$ cat config.mk
export PLATFORM = sky130hd
export DESIGN_NAME = pmi_ctrl
export DESIGN_NICKNAME = d
export VERILOG_FILES = /design/src/pmi_pkg.sv /design/src/pmi_ctrl.sv
export SDC_FILE = /design/constraint.sdc
export NUM_CORES = 1
export LEC_CHECK = 0
export BUFFER_PORTS_ARGS = -buffer_cell sky130_fd_sc_hd__buf_4
export CORE_MARGIN = 2
export CORE_UTILIZATION = 30
export CTS_CLUSTER_SIZE = 28
export DETAILED_ROUTE_END_ITERATION = 10
export HOLD_SLACK_MARGIN = 0.03
export SETUP_SLACK_MARGIN = 0.05
export SLEW_MARGIN = 20
export SYNTH_ARGS = -nofsm -noshare
export SYNTH_HDL_FRONTEND = slang
export SYNTH_SLANG_ARGS = --single-unit
$ cat constraint.sdc
create_clock -name hclk -period 24.9 [get_ports hclk]
set_input_delay 4.98 -clock hclk [delete_from_list [all_inputs] [get_ports hclk]]
set_output_delay 4.98 -clock hclk [all_outputs]
set_load 0.01 [all_outputs]
$ cat src/pmi_pkg.sv
package pmi_pkg;
	// register indices, byte address is four times the index
	localparam logic [7:0] IDX_POWER_CONTROL = 8'h87;
	localparam logic [7:0] IDX_PORT1_WAKE    = 8'h96;
	localparam logic [7:0] IDX_PORT23_WAKE   = 8'hA1;
	localparam logic [7:0] IDX_ENABLE_MAIN   = 8'hA8;
	localparam logic [7:0] IDX_ENABLE_EXTRA  = 8'hA9;
	localparam logic [7:0] IDX_PRIO_LOW_A    = 8'hB8;
	localparam logic [7:0] IDX_PRIO_HIGH_A   = 8'hB9;
	localparam logic [7:0] IDX_PRIO_LOW_B    = 8'hBA;
	localparam logic [7:0] IDX_PRIO_HIGH_B   = 8'hBB;
	localparam logic [7:0] IDX_FLAGS         = 8'hC0;
	localparam logic [7:0] IDX_STATUS        = 8'hC1;
	localparam logic [7:0] IDX_POWER_OPTION  = 8'hC2;
	// field positions
	localparam int BIT_SLEEP      = 0;
	localparam int BIT_POWER_DOWN = 1;
	localparam int BIT_GLOBAL     = 7;
	localparam int BIT_HALT_SEL   = 0;
	localparam int BIT_PERIPH_GATE = 1;
	// reset values
	localparam logic [7:0] RST_REG8   = 8'h00;
	localparam logic [1:0] RST_OPTION = 2'h1;
	// source slots, vector = base + 8 * slot
	localparam int NSRC      = 15;
	localparam int SLOT_INT0 = 0;
	localparam int SLOT_INT1 = 2;
	localparam int SLOT_RSVD = 6;
	localparam int SLOT_RTC  = 7;
	localparam int SLOT_PNC  = 8;
	localparam int SLOT_INT2 = 9;
	localparam int SLOT_PWM  = 13;
	localparam logic [15:0] VEC_BASE = 16'h0003;
	// operating modes
	typedef enum logic [1:0] {
		mode_run  = 2'b00,
		mode_idle = 2'b01,
		mode_halt = 2'b10,
		mode_stop = 2'b11
	} pmi_mode_t;
	// bus request as seen in the address phase
	typedef struct packed {
		logic        hsel;
		logic [1:0]  htrans;
		logic [31:0] haddr;
		logic        hwrite;
		logic [2:0]  hsize;
		logic [31:0] hwdata;
	} pmi_ahb_req_t;
	// interrupt request towards the cpu
	typedef struct packed {
		logic        req;
		logic [15:0] vector;
		logic [1:0]  level;
	} pmi_irq_t;
endpackage

$ cat src/pmi_ctrl.sv
// Local design decision: the AHB-Lite interface to the registers.
module pmi_ctrl (
	// clock and reset
	input  wire logic                 hclk,
	input  wire logic                 hresetn,
	// ahb-lite slave
	input  wire pmi_pkg::pmi_ahb_req_t ahb,
	input  wire logic                 hready,
	output logic                      hreadyout,
	output logic                      hresp,
	output logic [31:0]               hrdata,
	// cpu side
	output pmi_pkg::pmi_irq_t         irq,
	input  wire logic                 int_ack,
	input  wire logic                 int_return,
	input  wire logic                 cpu_instr_done,
	// event sources
	input  wire logic [14:0]          periph_evt,
	input  wire logic [2:0]           ext_pin_n,
	input  wire logic [15:0]          port_pin,
	input  wire logic [3:0]           unit_on_slow,
	// clock gating
	output logic                      cpu_clk_en,
	output logic                      periph_clk_en,
	output logic                      fast_clk_en,
	output logic                      slow_clk_en,
	output logic [3:0]                keep_clk_en
);
	////////////////////////////////////////////////////////////////////////////
	typedef struct packed {
		logic [2:0]        pin_s1;
		logic [2:0]        pin_s2;
		logic [2:0]        pin_s3;
		logic [15:0]       port_s1;
		logic [15:0]       port_s2;
		logic [15:0]       port_s3;
		logic [7:0]        power_control;
		logic [1:0]        option;
		logic [7:0]        p1_wake;
		logic [7:0]        p23_wake;
		logic [7:0]        ie_main;
		logic [7:0]        ie_extra;
		logic [7:0]        prio_lo_a;
		logic [7:0]        prio_hi_a;
		logic [7:0]        prio_lo_b;
		logic [7:0]        prio_hi_b;
		logic [14:0]       flags;
		logic [3:0]        active;
		pmi_pkg::pmi_mode_t mode;
		logic              hold;
		logic              req;
		logic [3:0]        slot;
		logic [1:0]        lvl;
		logic              wr_pend;
		logic [7:0]        wr_idx;
		logic [31:0]       rdata;
	} pmi_state_t;

	pmi_state_t q;
	pmi_state_t d;

	// enable and priority vectors in slot order
	logic [14:0] en_vec;
	logic [14:0] pri_hi;
	logic [14:0] pri_lo;
	logic [2:0]  fall;
	logic        pchg;
	logic [14:0] ev;
	logic [14:0] pend;
	logic        pin_block;
	logic        pin_wake;
	logic        halt_wake;
	logic [2:0]  cur;
	logic        found;
	logic [3:0]  best;
	logic [1:0]  best_lvl;

	////////////////////////////////////////////////////////////////////////////
	// highest level in service, bit 2 marks any
	function automatic logic [2:0] top_level(input logic [3:0] act);
		top_level = 3'h0;
		for (int i = 0; i < 4; i++) begin
			if (act[i]) begin
				top_level = {1'b1, 2'(i)};
			end
		end
	endfunction

	// register read mux
	function automatic logic [31:0] read_reg(input pmi_state_t s, input logic [7:0] idx);
		read_reg = 32'h0000_0000;
		unique case (idx)
			pmi_pkg::IDX_POWER_CONTROL: read_reg[7:0] = s.power_control;
			pmi_pkg::IDX_PORT1_WAKE:    read_reg[7:0] = s.p1_wake;
			pmi_pkg::IDX_PORT23_WAKE:   read_reg[7:0] = s.p23_wake;
			pmi_pkg::IDX_ENABLE_MAIN:   read_reg[7:0] = s.ie_main;
			pmi_pkg::IDX_ENABLE_EXTRA:  read_reg[7:0] = s.ie_extra;
			pmi_pkg::IDX_PRIO_LOW_A:    read_reg[7:0] = s.prio_lo_a;
			pmi_pkg::IDX_PRIO_HIGH_A:   read_reg[7:0] = s.prio_hi_a;
			pmi_pkg::IDX_PRIO_LOW_B:    read_reg[7:0] = s.prio_lo_b;
			pmi_pkg::IDX_PRIO_HIGH_B:   read_reg[7:0] = s.prio_hi_b;
			pmi_pkg::IDX_FLAGS:         read_reg[14:0] = s.flags;
			pmi_pkg::IDX_STATUS:        read_reg[12:0] = {s.slot, s.req, s.active, s.hold, 1'b0, s.mode};
			pmi_pkg::IDX_POWER_OPTION:  read_reg[1:0] = s.option;
			default:                    read_reg = 32'h0000_0000;
		endcase
	endfunction

	////////////////////////////////////////////////////////////////////////////
	// per-source enable and priority: main/low-a cover slots 0..5, extra/b cover 7..14
	assign en_vec = {q.ie_extra, 1'b0, q.ie_main[5:0]};
	assign pri_hi = {q.prio_hi_b, 1'b0, q.prio_hi_a[5:0]};
	assign pri_lo = {q.prio_lo_b, 1'b0, q.prio_lo_a[5:0]};

	// falling edges on synchronised pins, pin change on enabled port pins
	assign fall = q.pin_s3 & ~q.pin_s2;
	assign pchg = |((q.port_s2 ^ q.port_s3) & {q.p23_wake, q.p1_wake});

	// event vector per slot; pin slots come from the pin logic only
	always_comb begin
		ev = periph_evt;
		ev[pmi_pkg::SLOT_RSVD] = 1'b0;
		ev[pmi_pkg::SLOT_INT0] = fall[0];
		ev[pmi_pkg::SLOT_INT1] = fall[1];
		ev[pmi_pkg::SLOT_INT2] = fall[2];
		ev[pmi_pkg::SLOT_PNC]  = pchg;
	end

	// serviceable sources need own and global enable
	assign pend = q.flags & en_vec & {15{q.ie_main[pmi_pkg::BIT_GLOBAL]}};

	// enabled external pin held low blocks power-down
	assign pin_block = |(~q.pin_s2 & {q.ie_extra[2], q.ie_main[2], q.ie_main[0]});

	// pin wake-up ignores the global enable
	assign pin_wake = |(fall & {q.ie_extra[2], q.ie_main[2], q.ie_main[0]}) | pchg;
	assign halt_wake = pin_wake
		| (q.flags[pmi_pkg::SLOT_RTC] & en_vec[pmi_pkg::SLOT_RTC])
		| (q.flags[pmi_pkg::SLOT_PWM] & en_vec[pmi_pkg::SLOT_PWM]);

	// pick highest level above the one in service, lowest slot on ties
	assign cur = top_level(q.active);
	always_comb begin
		found = 1'b0;
		best = 4'h0;
		best_lvl = 2'h0;
		for (int i = pmi_pkg::NSRC - 1; i >= 0; i--) begin
			if (pend[i] && (!cur[2] || {pri_hi[i], pri_lo[i]} > cur[1:0])) begin
				if (!found || {pri_hi[i], pri_lo[i]} >= best_lvl) begin
					found = 1'b1;
					best = 4'(i);
					best_lvl = {pri_hi[i], pri_lo[i]};
				end
			end
		end
	end

	////////////////////////////////////////////////////////////////////////////
	// next state
	always_comb begin
		logic [14:0] clr;
		logic [7:0]  w8;
		clr = 15'h0000;
		w8 = ahb.hwdata[7:0];
		d = q;
		// two-flop synchronisers plus one history stage
		d.pin_s1 = ext_pin_n;
		d.pin_s2 = q.pin_s1;
		d.pin_s3 = q.pin_s2;
		d.port_s1 = port_pin;
		d.port_s2 = q.port_s1;
		d.port_s3 = q.port_s2;
		// data-phase register writes
		if (q.wr_pend) begin
			unique case (q.wr_idx)
				pmi_pkg::IDX_POWER_CONTROL: begin
					d.power_control = w8;
					if (pin_block) begin
						d.power_control[pmi_pkg::BIT_POWER_DOWN] = 1'b0;
					end
				end
				pmi_pkg::IDX_PORT1_WAKE:   d.p1_wake = w8;
				pmi_pkg::IDX_PORT23_WAKE:  d.p23_wake = w8;
				pmi_pkg::IDX_ENABLE_MAIN:  d.ie_main = {w8[7], 1'b0, w8[5:0]};
				pmi_pkg::IDX_ENABLE_EXTRA: d.ie_extra = w8;
				pmi_pkg::IDX_PRIO_LOW_A:   d.prio_lo_a = {2'h0, w8[5:0]};
				pmi_pkg::IDX_PRIO_HIGH_A:  d.prio_hi_a = {2'h0, w8[5:0]};
				pmi_pkg::IDX_PRIO_LOW_B:   d.prio_lo_b = w8;
				pmi_pkg::IDX_PRIO_HIGH_B:  d.prio_hi_b = w8;
				pmi_pkg::IDX_FLAGS:        clr = ~ahb.hwdata[14:0];
				pmi_pkg::IDX_POWER_OPTION: d.option = ahb.hwdata[1:0];
				default: ;
			endcase
		end
		// entry to service clears pin flags
		if (int_ack && q.req) begin
			d.active[q.lvl] = 1'b1;
			if (q.slot == 4'(pmi_pkg::SLOT_INT0) || q.slot == 4'(pmi_pkg::SLOT_INT1)
				|| q.slot == 4'(pmi_pkg::SLOT_INT2) || q.slot == 4'(pmi_pkg::SLOT_PNC)) begin
				clr[q.slot] = 1'b1;
			end
		end else if (int_return && cur[2]) begin
			d.active[cur[1:0]] = 1'b0;
		end
		// events set flags whatever the enables; set wins over clear
		d.flags = (q.flags & ~clr) | ev;
		// power mode sequencing
		unique case (q.mode)
			pmi_pkg::mode_run: begin
				if (q.power_control[pmi_pkg::BIT_POWER_DOWN]) begin
					d.mode = q.option[pmi_pkg::BIT_HALT_SEL] ? pmi_pkg::mode_stop
						: pmi_pkg::mode_halt;
				end else if (q.power_control[pmi_pkg::BIT_SLEEP]) begin
					d.mode = pmi_pkg::mode_idle;
				end
			end
			pmi_pkg::mode_idle: begin
				if (|pend) begin
					d.mode = pmi_pkg::mode_run;
					d.power_control[pmi_pkg::BIT_SLEEP] = 1'b0;
				end
			end
			pmi_pkg::mode_halt: begin
				if (halt_wake) begin
					d.mode = pmi_pkg::mode_run;
					d.hold = 1'b1;
					d.power_control[pmi_pkg::BIT_POWER_DOWN] = 1'b0;
				end
			end
			pmi_pkg::mode_stop: begin
				if (pin_wake) begin
					d.mode = pmi_pkg::mode_run;
					d.hold = 1'b1;
					d.power_control[pmi_pkg::BIT_POWER_DOWN] = 1'b0;
				end
			end
		endcase
		// one instruction after power-down wake before any service
		if (q.hold && q.mode == pmi_pkg::mode_run && cpu_instr_done) begin
			d.hold = 1'b0;
		end
		// registered request, vector and level
		d.req = found && q.mode == pmi_pkg::mode_run && !q.hold && !(int_ack && q.req);
		d.slot = best;
		d.lvl = best_lvl;
		// address phase capture
		d.wr_pend = 1'b0;
		if (ahb.hsel && hready && ahb.htrans[1]) begin
			d.wr_idx = (ahb.haddr[31:10] == 22'h0) ? ahb.haddr[9:2] : 8'h00;
			d.wr_pend = ahb.hwrite;
			if (!ahb.hwrite) begin
				d.rdata = (ahb.haddr[31:10] == 22'h0) ? read_reg(q, ahb.haddr[9:2])
					: 32'h0000_0000;
			end
		end
	end

	// state register
	always_ff @(posedge hclk or negedge hresetn) begin
		if (!hresetn) begin
			q <= '0;
			q.pin_s1 <= 3'h7;
			q.pin_s2 <= 3'h7;
			q.pin_s3 <= 3'h7;
			q.option <= pmi_pkg::RST_OPTION;
			q.mode <= pmi_pkg::mode_run;
		end else begin
			q <= d;
		end
	end

	////////////////////////////////////////////////////////////////////////////
	// outputs
	assign hreadyout = 1'b1;
	assign hresp = 1'b0;
	assign hrdata = q.rdata;
	assign irq.req = q.req & q.ie_main[pmi_pkg::BIT_GLOBAL] & ~q.hold;
	assign irq.vector = pmi_pkg::VEC_BASE + {9'h000, q.slot, 3'h0};
	assign irq.level = q.lvl;

	// clock enables per mode
	assign cpu_clk_en = q.mode == pmi_pkg::mode_run;
	assign periph_clk_en = cpu_clk_en
		| (q.mode == pmi_pkg::mode_idle & ~q.option[pmi_pkg::BIT_PERIPH_GATE]);
	assign fast_clk_en = ~q.mode[1];
	assign slow_clk_en = q.mode != pmi_pkg::mode_stop;
	assign keep_clk_en = {4{~q.mode[1]}}
		| ({4{q.mode == pmi_pkg::mode_halt}} & unit_on_slow);
endmodule

==> key figures <==
Clock tree
  – Htree depth: 4
  – Clock buffer depth: 2
  – Clock Sinks: 179
  – CTS Root Cell: clkbuf_16
  – Cts bufs inserted: 17
  – Setup Buffers After CTS: 0
  – Post_cts resized: 0
  – CTS tree: built
  – Hold_buf cts: 0
  – Clock transition at the registers of the reported paths: 0.08 ns
  – Clock latency on the worst-skew pair: 0.45 ns

Floorplan
  – Std cell rows: 66
  – Initial Util: 30.3%
  – IO Pins: 176
  – Core Box Area: 32300 um^2
  – Die Y: 185 um
  – Die Width: 185 um
  – Die area: 34000 um^2

Worst setup path
  – CP Max Fanout: 14
  – Crit Path Class: flop to flop
  – Slowest-stage cell, CP: dfrtp_1
  – Critical Path Sink Type: flop
  – Critical Path AT: 21.17 ns
  – Worst Setup SP: q[53]
  – Last element of the critical path: q[46]
  – Worst EP required: 25.23 ns
  – Startpoint Class: flop
  – Worst-case reg-to-reg path depth: 92
  – Critical path's most frequent cell: ha_1
  – R2R setup slack: 4.06 ns
  – FF-to-FF End: q[46]
  – Critical Path Max Stage Delay: 0.63 ns
  – R2R Path Start: q[53]

Cells and area
  – Commonest non-fill, non-tap cells in the layout: 169 x dfrtp_1, 119 x buf_4, 105 x nand2_1
  – Final instance area: 11500 um^2
  – Area grow syn2layout: 17.2%
  – Commonest non-fill, non-tap cell in the layout: dfrtp_1
  – Non-Filler Instances: 1509
  – Post-layout util: 35.5%
  – Final #Nets: 1215
  – Ant diodes: 0
  – Share of cells above drive strength 1: 22.6%

STA
  – FMAX: 48.0 MHz
  – Clock Skew: 0.0115 ns
  – Setup violations, final: 0
  – Hold slack final: 0.347 ns
  – Final period utilization: 83.7%
  – Slew Limit Fails: 0
  – Least-Margin Pin Slew: 1.10 ns
  – Final Hold Violating Endpoints: 0
  – RSZ-0062 raised after global routing: false
  – Minimum clock period: 20.84 ns
  – Slew HR: 26.3%
  – Setup tns final: 0 ns

Placement
  – IO buf count: 116
  – Placed cell areas: 10800 um^2
  – Cells after DPL: 1477
  – Global placement routability congestion: 0.901
  – DP HPWL: 21500 um

GRT
  – Total track usage: 17.2%
  – Largest net degree at the start of global routing: 105
  – First-pass GRT wire length: 43800 um
  – Grt total ovfl: 0
  – Vias in the first global route: 7394
  – Antenna violations before repair: 0

Power
  – Power density cells: 68.1 nW/um^2
  – Reg power frac: 42.8%
  – Internal power: 0.521 mW
  – Switching Share: 33.3%
  – Switching power: 0.260 mW
  – Clk pwr share: 35.9%
  – Static leakage: 5.14 nW
  – Max VDD drop: 0.0479 mV
  – Logic pwr share: 21.3%

Logic synthesis
  – Yosys reg bits: 179
  – Simple logic cell fraction of the synthesized area: 15.3%
  – Multiplexer area fraction after synthesis: 7.55%
  – Synth Area in Adders: 6.30%
  – Syn avg cell area: 10.1 um^2
  – Unique cell type count in the Yosys netlist: 81
  – Post-synthesis xor/xnor area fraction: 1.43%
  – Yosys warning total: 0
  – Cells after Synth: 967
  – Post-Syn Area: 9780 um^2
  – Main synth FF type: dfrtp_1
  – Largest family of logic cells by synthesized area: compound AO/OA/AOI/OAI gates
  – FFs w/ async S/R, synth: 100%
  – Compound-gate portion of the synthesized area: 16.5%
  – Part of the Yosys area used for sequential elements: 45.9%
  – Number of flops mapped to enable cells by yosys: 0

Route
  – Initial DRC Count: 824
  – Final wirelength: 28800 um
  – DRC errors left: 0
  – Vias per std cell: 5.16
  – DR vias: 7790
  – DR pass1 iterations: 5
  – ANT nets after route: 0
  – Drt wl/cell: 19.1 um

Status
  – Outcome: finished, final reports clean

Worst hold path
  – HP Class: flop to flop

Job
  – Max cap viols: 0
==> power by group through the flow <==
stage / logic, mW / registers [mW] / clock network (mW)
finish: 0.167 / 0.334 / 0.280
detailed placement: 0.165 / 0.338 / 0
CTS: 0.166 / 0.332 / 0.286
global route: 0.185 / 0.335 / 0.297
global placement: 0.162 / 0.338 / 0
floorplan: 0.117 / 0.324 / 0
==> worst max-delay path: cells and delay by family (launching register included) <==
| family | cells | cell delay [ns] |
|---|---|---|
| and+or+nand+nor | 27 | 4.22 |
| buffers and inverters | 6 | 0.52 |
| AOI/OAI and AO/OA | 39 | 9.38 |
| muxes | 3 | 1.08 |
| DFF | 1 | 0.63 |
| adders and majority gates | 17 | 4.82 |
==> state kept, by name, summed over array words and instances (netlist names) <==
signal	count
d	38
en_vec	14
hrdata	15
irq	2
pri_hi	14
pri_lo	14
q	82
==> metal layers <==
layer	track usage, %	up-vias	part of all wire, %	wire, um
met5	0	-	0	0
met4	4.22	0	1.5	418
met3	5.28	27	9.4	2710
met2	25.5	340	42	12200
met1	24.5	3830	47	13400
li1	-	3593	-	-
==> stage by stage <==
| step | power (mW) | worst slack [ns] |
|---|---|---|
| CTS | 0.784 | 4.32 |
| detailed placement | 0.503 | 4.42 |
| finish | 0.780 | 4.06 |
| global placement | 0.499 | 4.65 |
| floorplan | 0.441 | 7.07 |
| global route | 0.817 | 2.70 |
==> synth_stat cells (4+ instances only) <==
cell type	instances	area, um^2
o211ai_1	7	52.6
nor2b_1	21	131
and3_1	9	56.3
a31oi_1	7	43.8
or3_1	4	25.0
nor3_1	11	55.1
ha_1	46	576
o31ai_1	5	37.5
dfrtp_1	169	4230
xor2_1	16	140
mux2i_1	7	70.1
a21o_1	10	75.1
o21ai_0	79	395
dfstp_2	10	263
buf_4	52	390
nor2_1	38	143
nor3b_1	4	30.0
nand4_1	9	56.3
nand3_1	31	155
a21oi_1	39	195
o21a_1	5	37.5
a22oi_1	25	188
mux2_2	52	586
nor4_1	9	56.3
a22o_1	7	61.3
inv_1	41	154
a32oi_1	4	35.0
nand2b_1	29	181
nor4b_1	4	35.0
nand2_1	105	394
a222oi_1	7	70.1
a2111oi_0	4	35.0
a221oi_1	5	43.8
clkbuf_1	23	86.3
maj3_1	4	40.0
o21ai_1	5	25.0
==> cells by family (layout without fill, tap and decap cells) <==
family / count (synthesis) / in the layout
and+or+nand+nor: 294 / 294
xor gates and xnor gates: 16 / 16
other: 2 / 31
buffers and inverters: 123 / 194
muxes: 63 / 63
DFF: 179 / 179
adders and majority gates: 50 / 50
AOI/OAI and AO/OA: 240 / 240
==> worst min-delay path by stage <==
| stage | from | end | cells after the start |
|---|---|---|---|
| final | d[164] | d[148] | 0 |
| after global routing | d[172] | d[156] | 0 |
| after CTS | d[172] | d[156] | 0 |
| after detailed placement | d[172] | d[156] | 0 |
| after global placement | d[161] | d[145] | 0 |
| after floorplan | d[160] | d[144] | 0 |
==> final cells by class <==
| cell class | count | area (um^2) |
|---|---|---|
| multi-input combinational | 694 | 4730 |
| fill | 3249 | 20800 |
| timing repair buffer | 121 | 916 |
| clock buffer | 17 | 425 |
| sequential | 179 | 4490 |
| inverter | 41 | 154 |
| tap | 442 | 553 |
| clock inverter | 15 | 184 |
No activity file was read; power rests on OpenSTA's default activity.
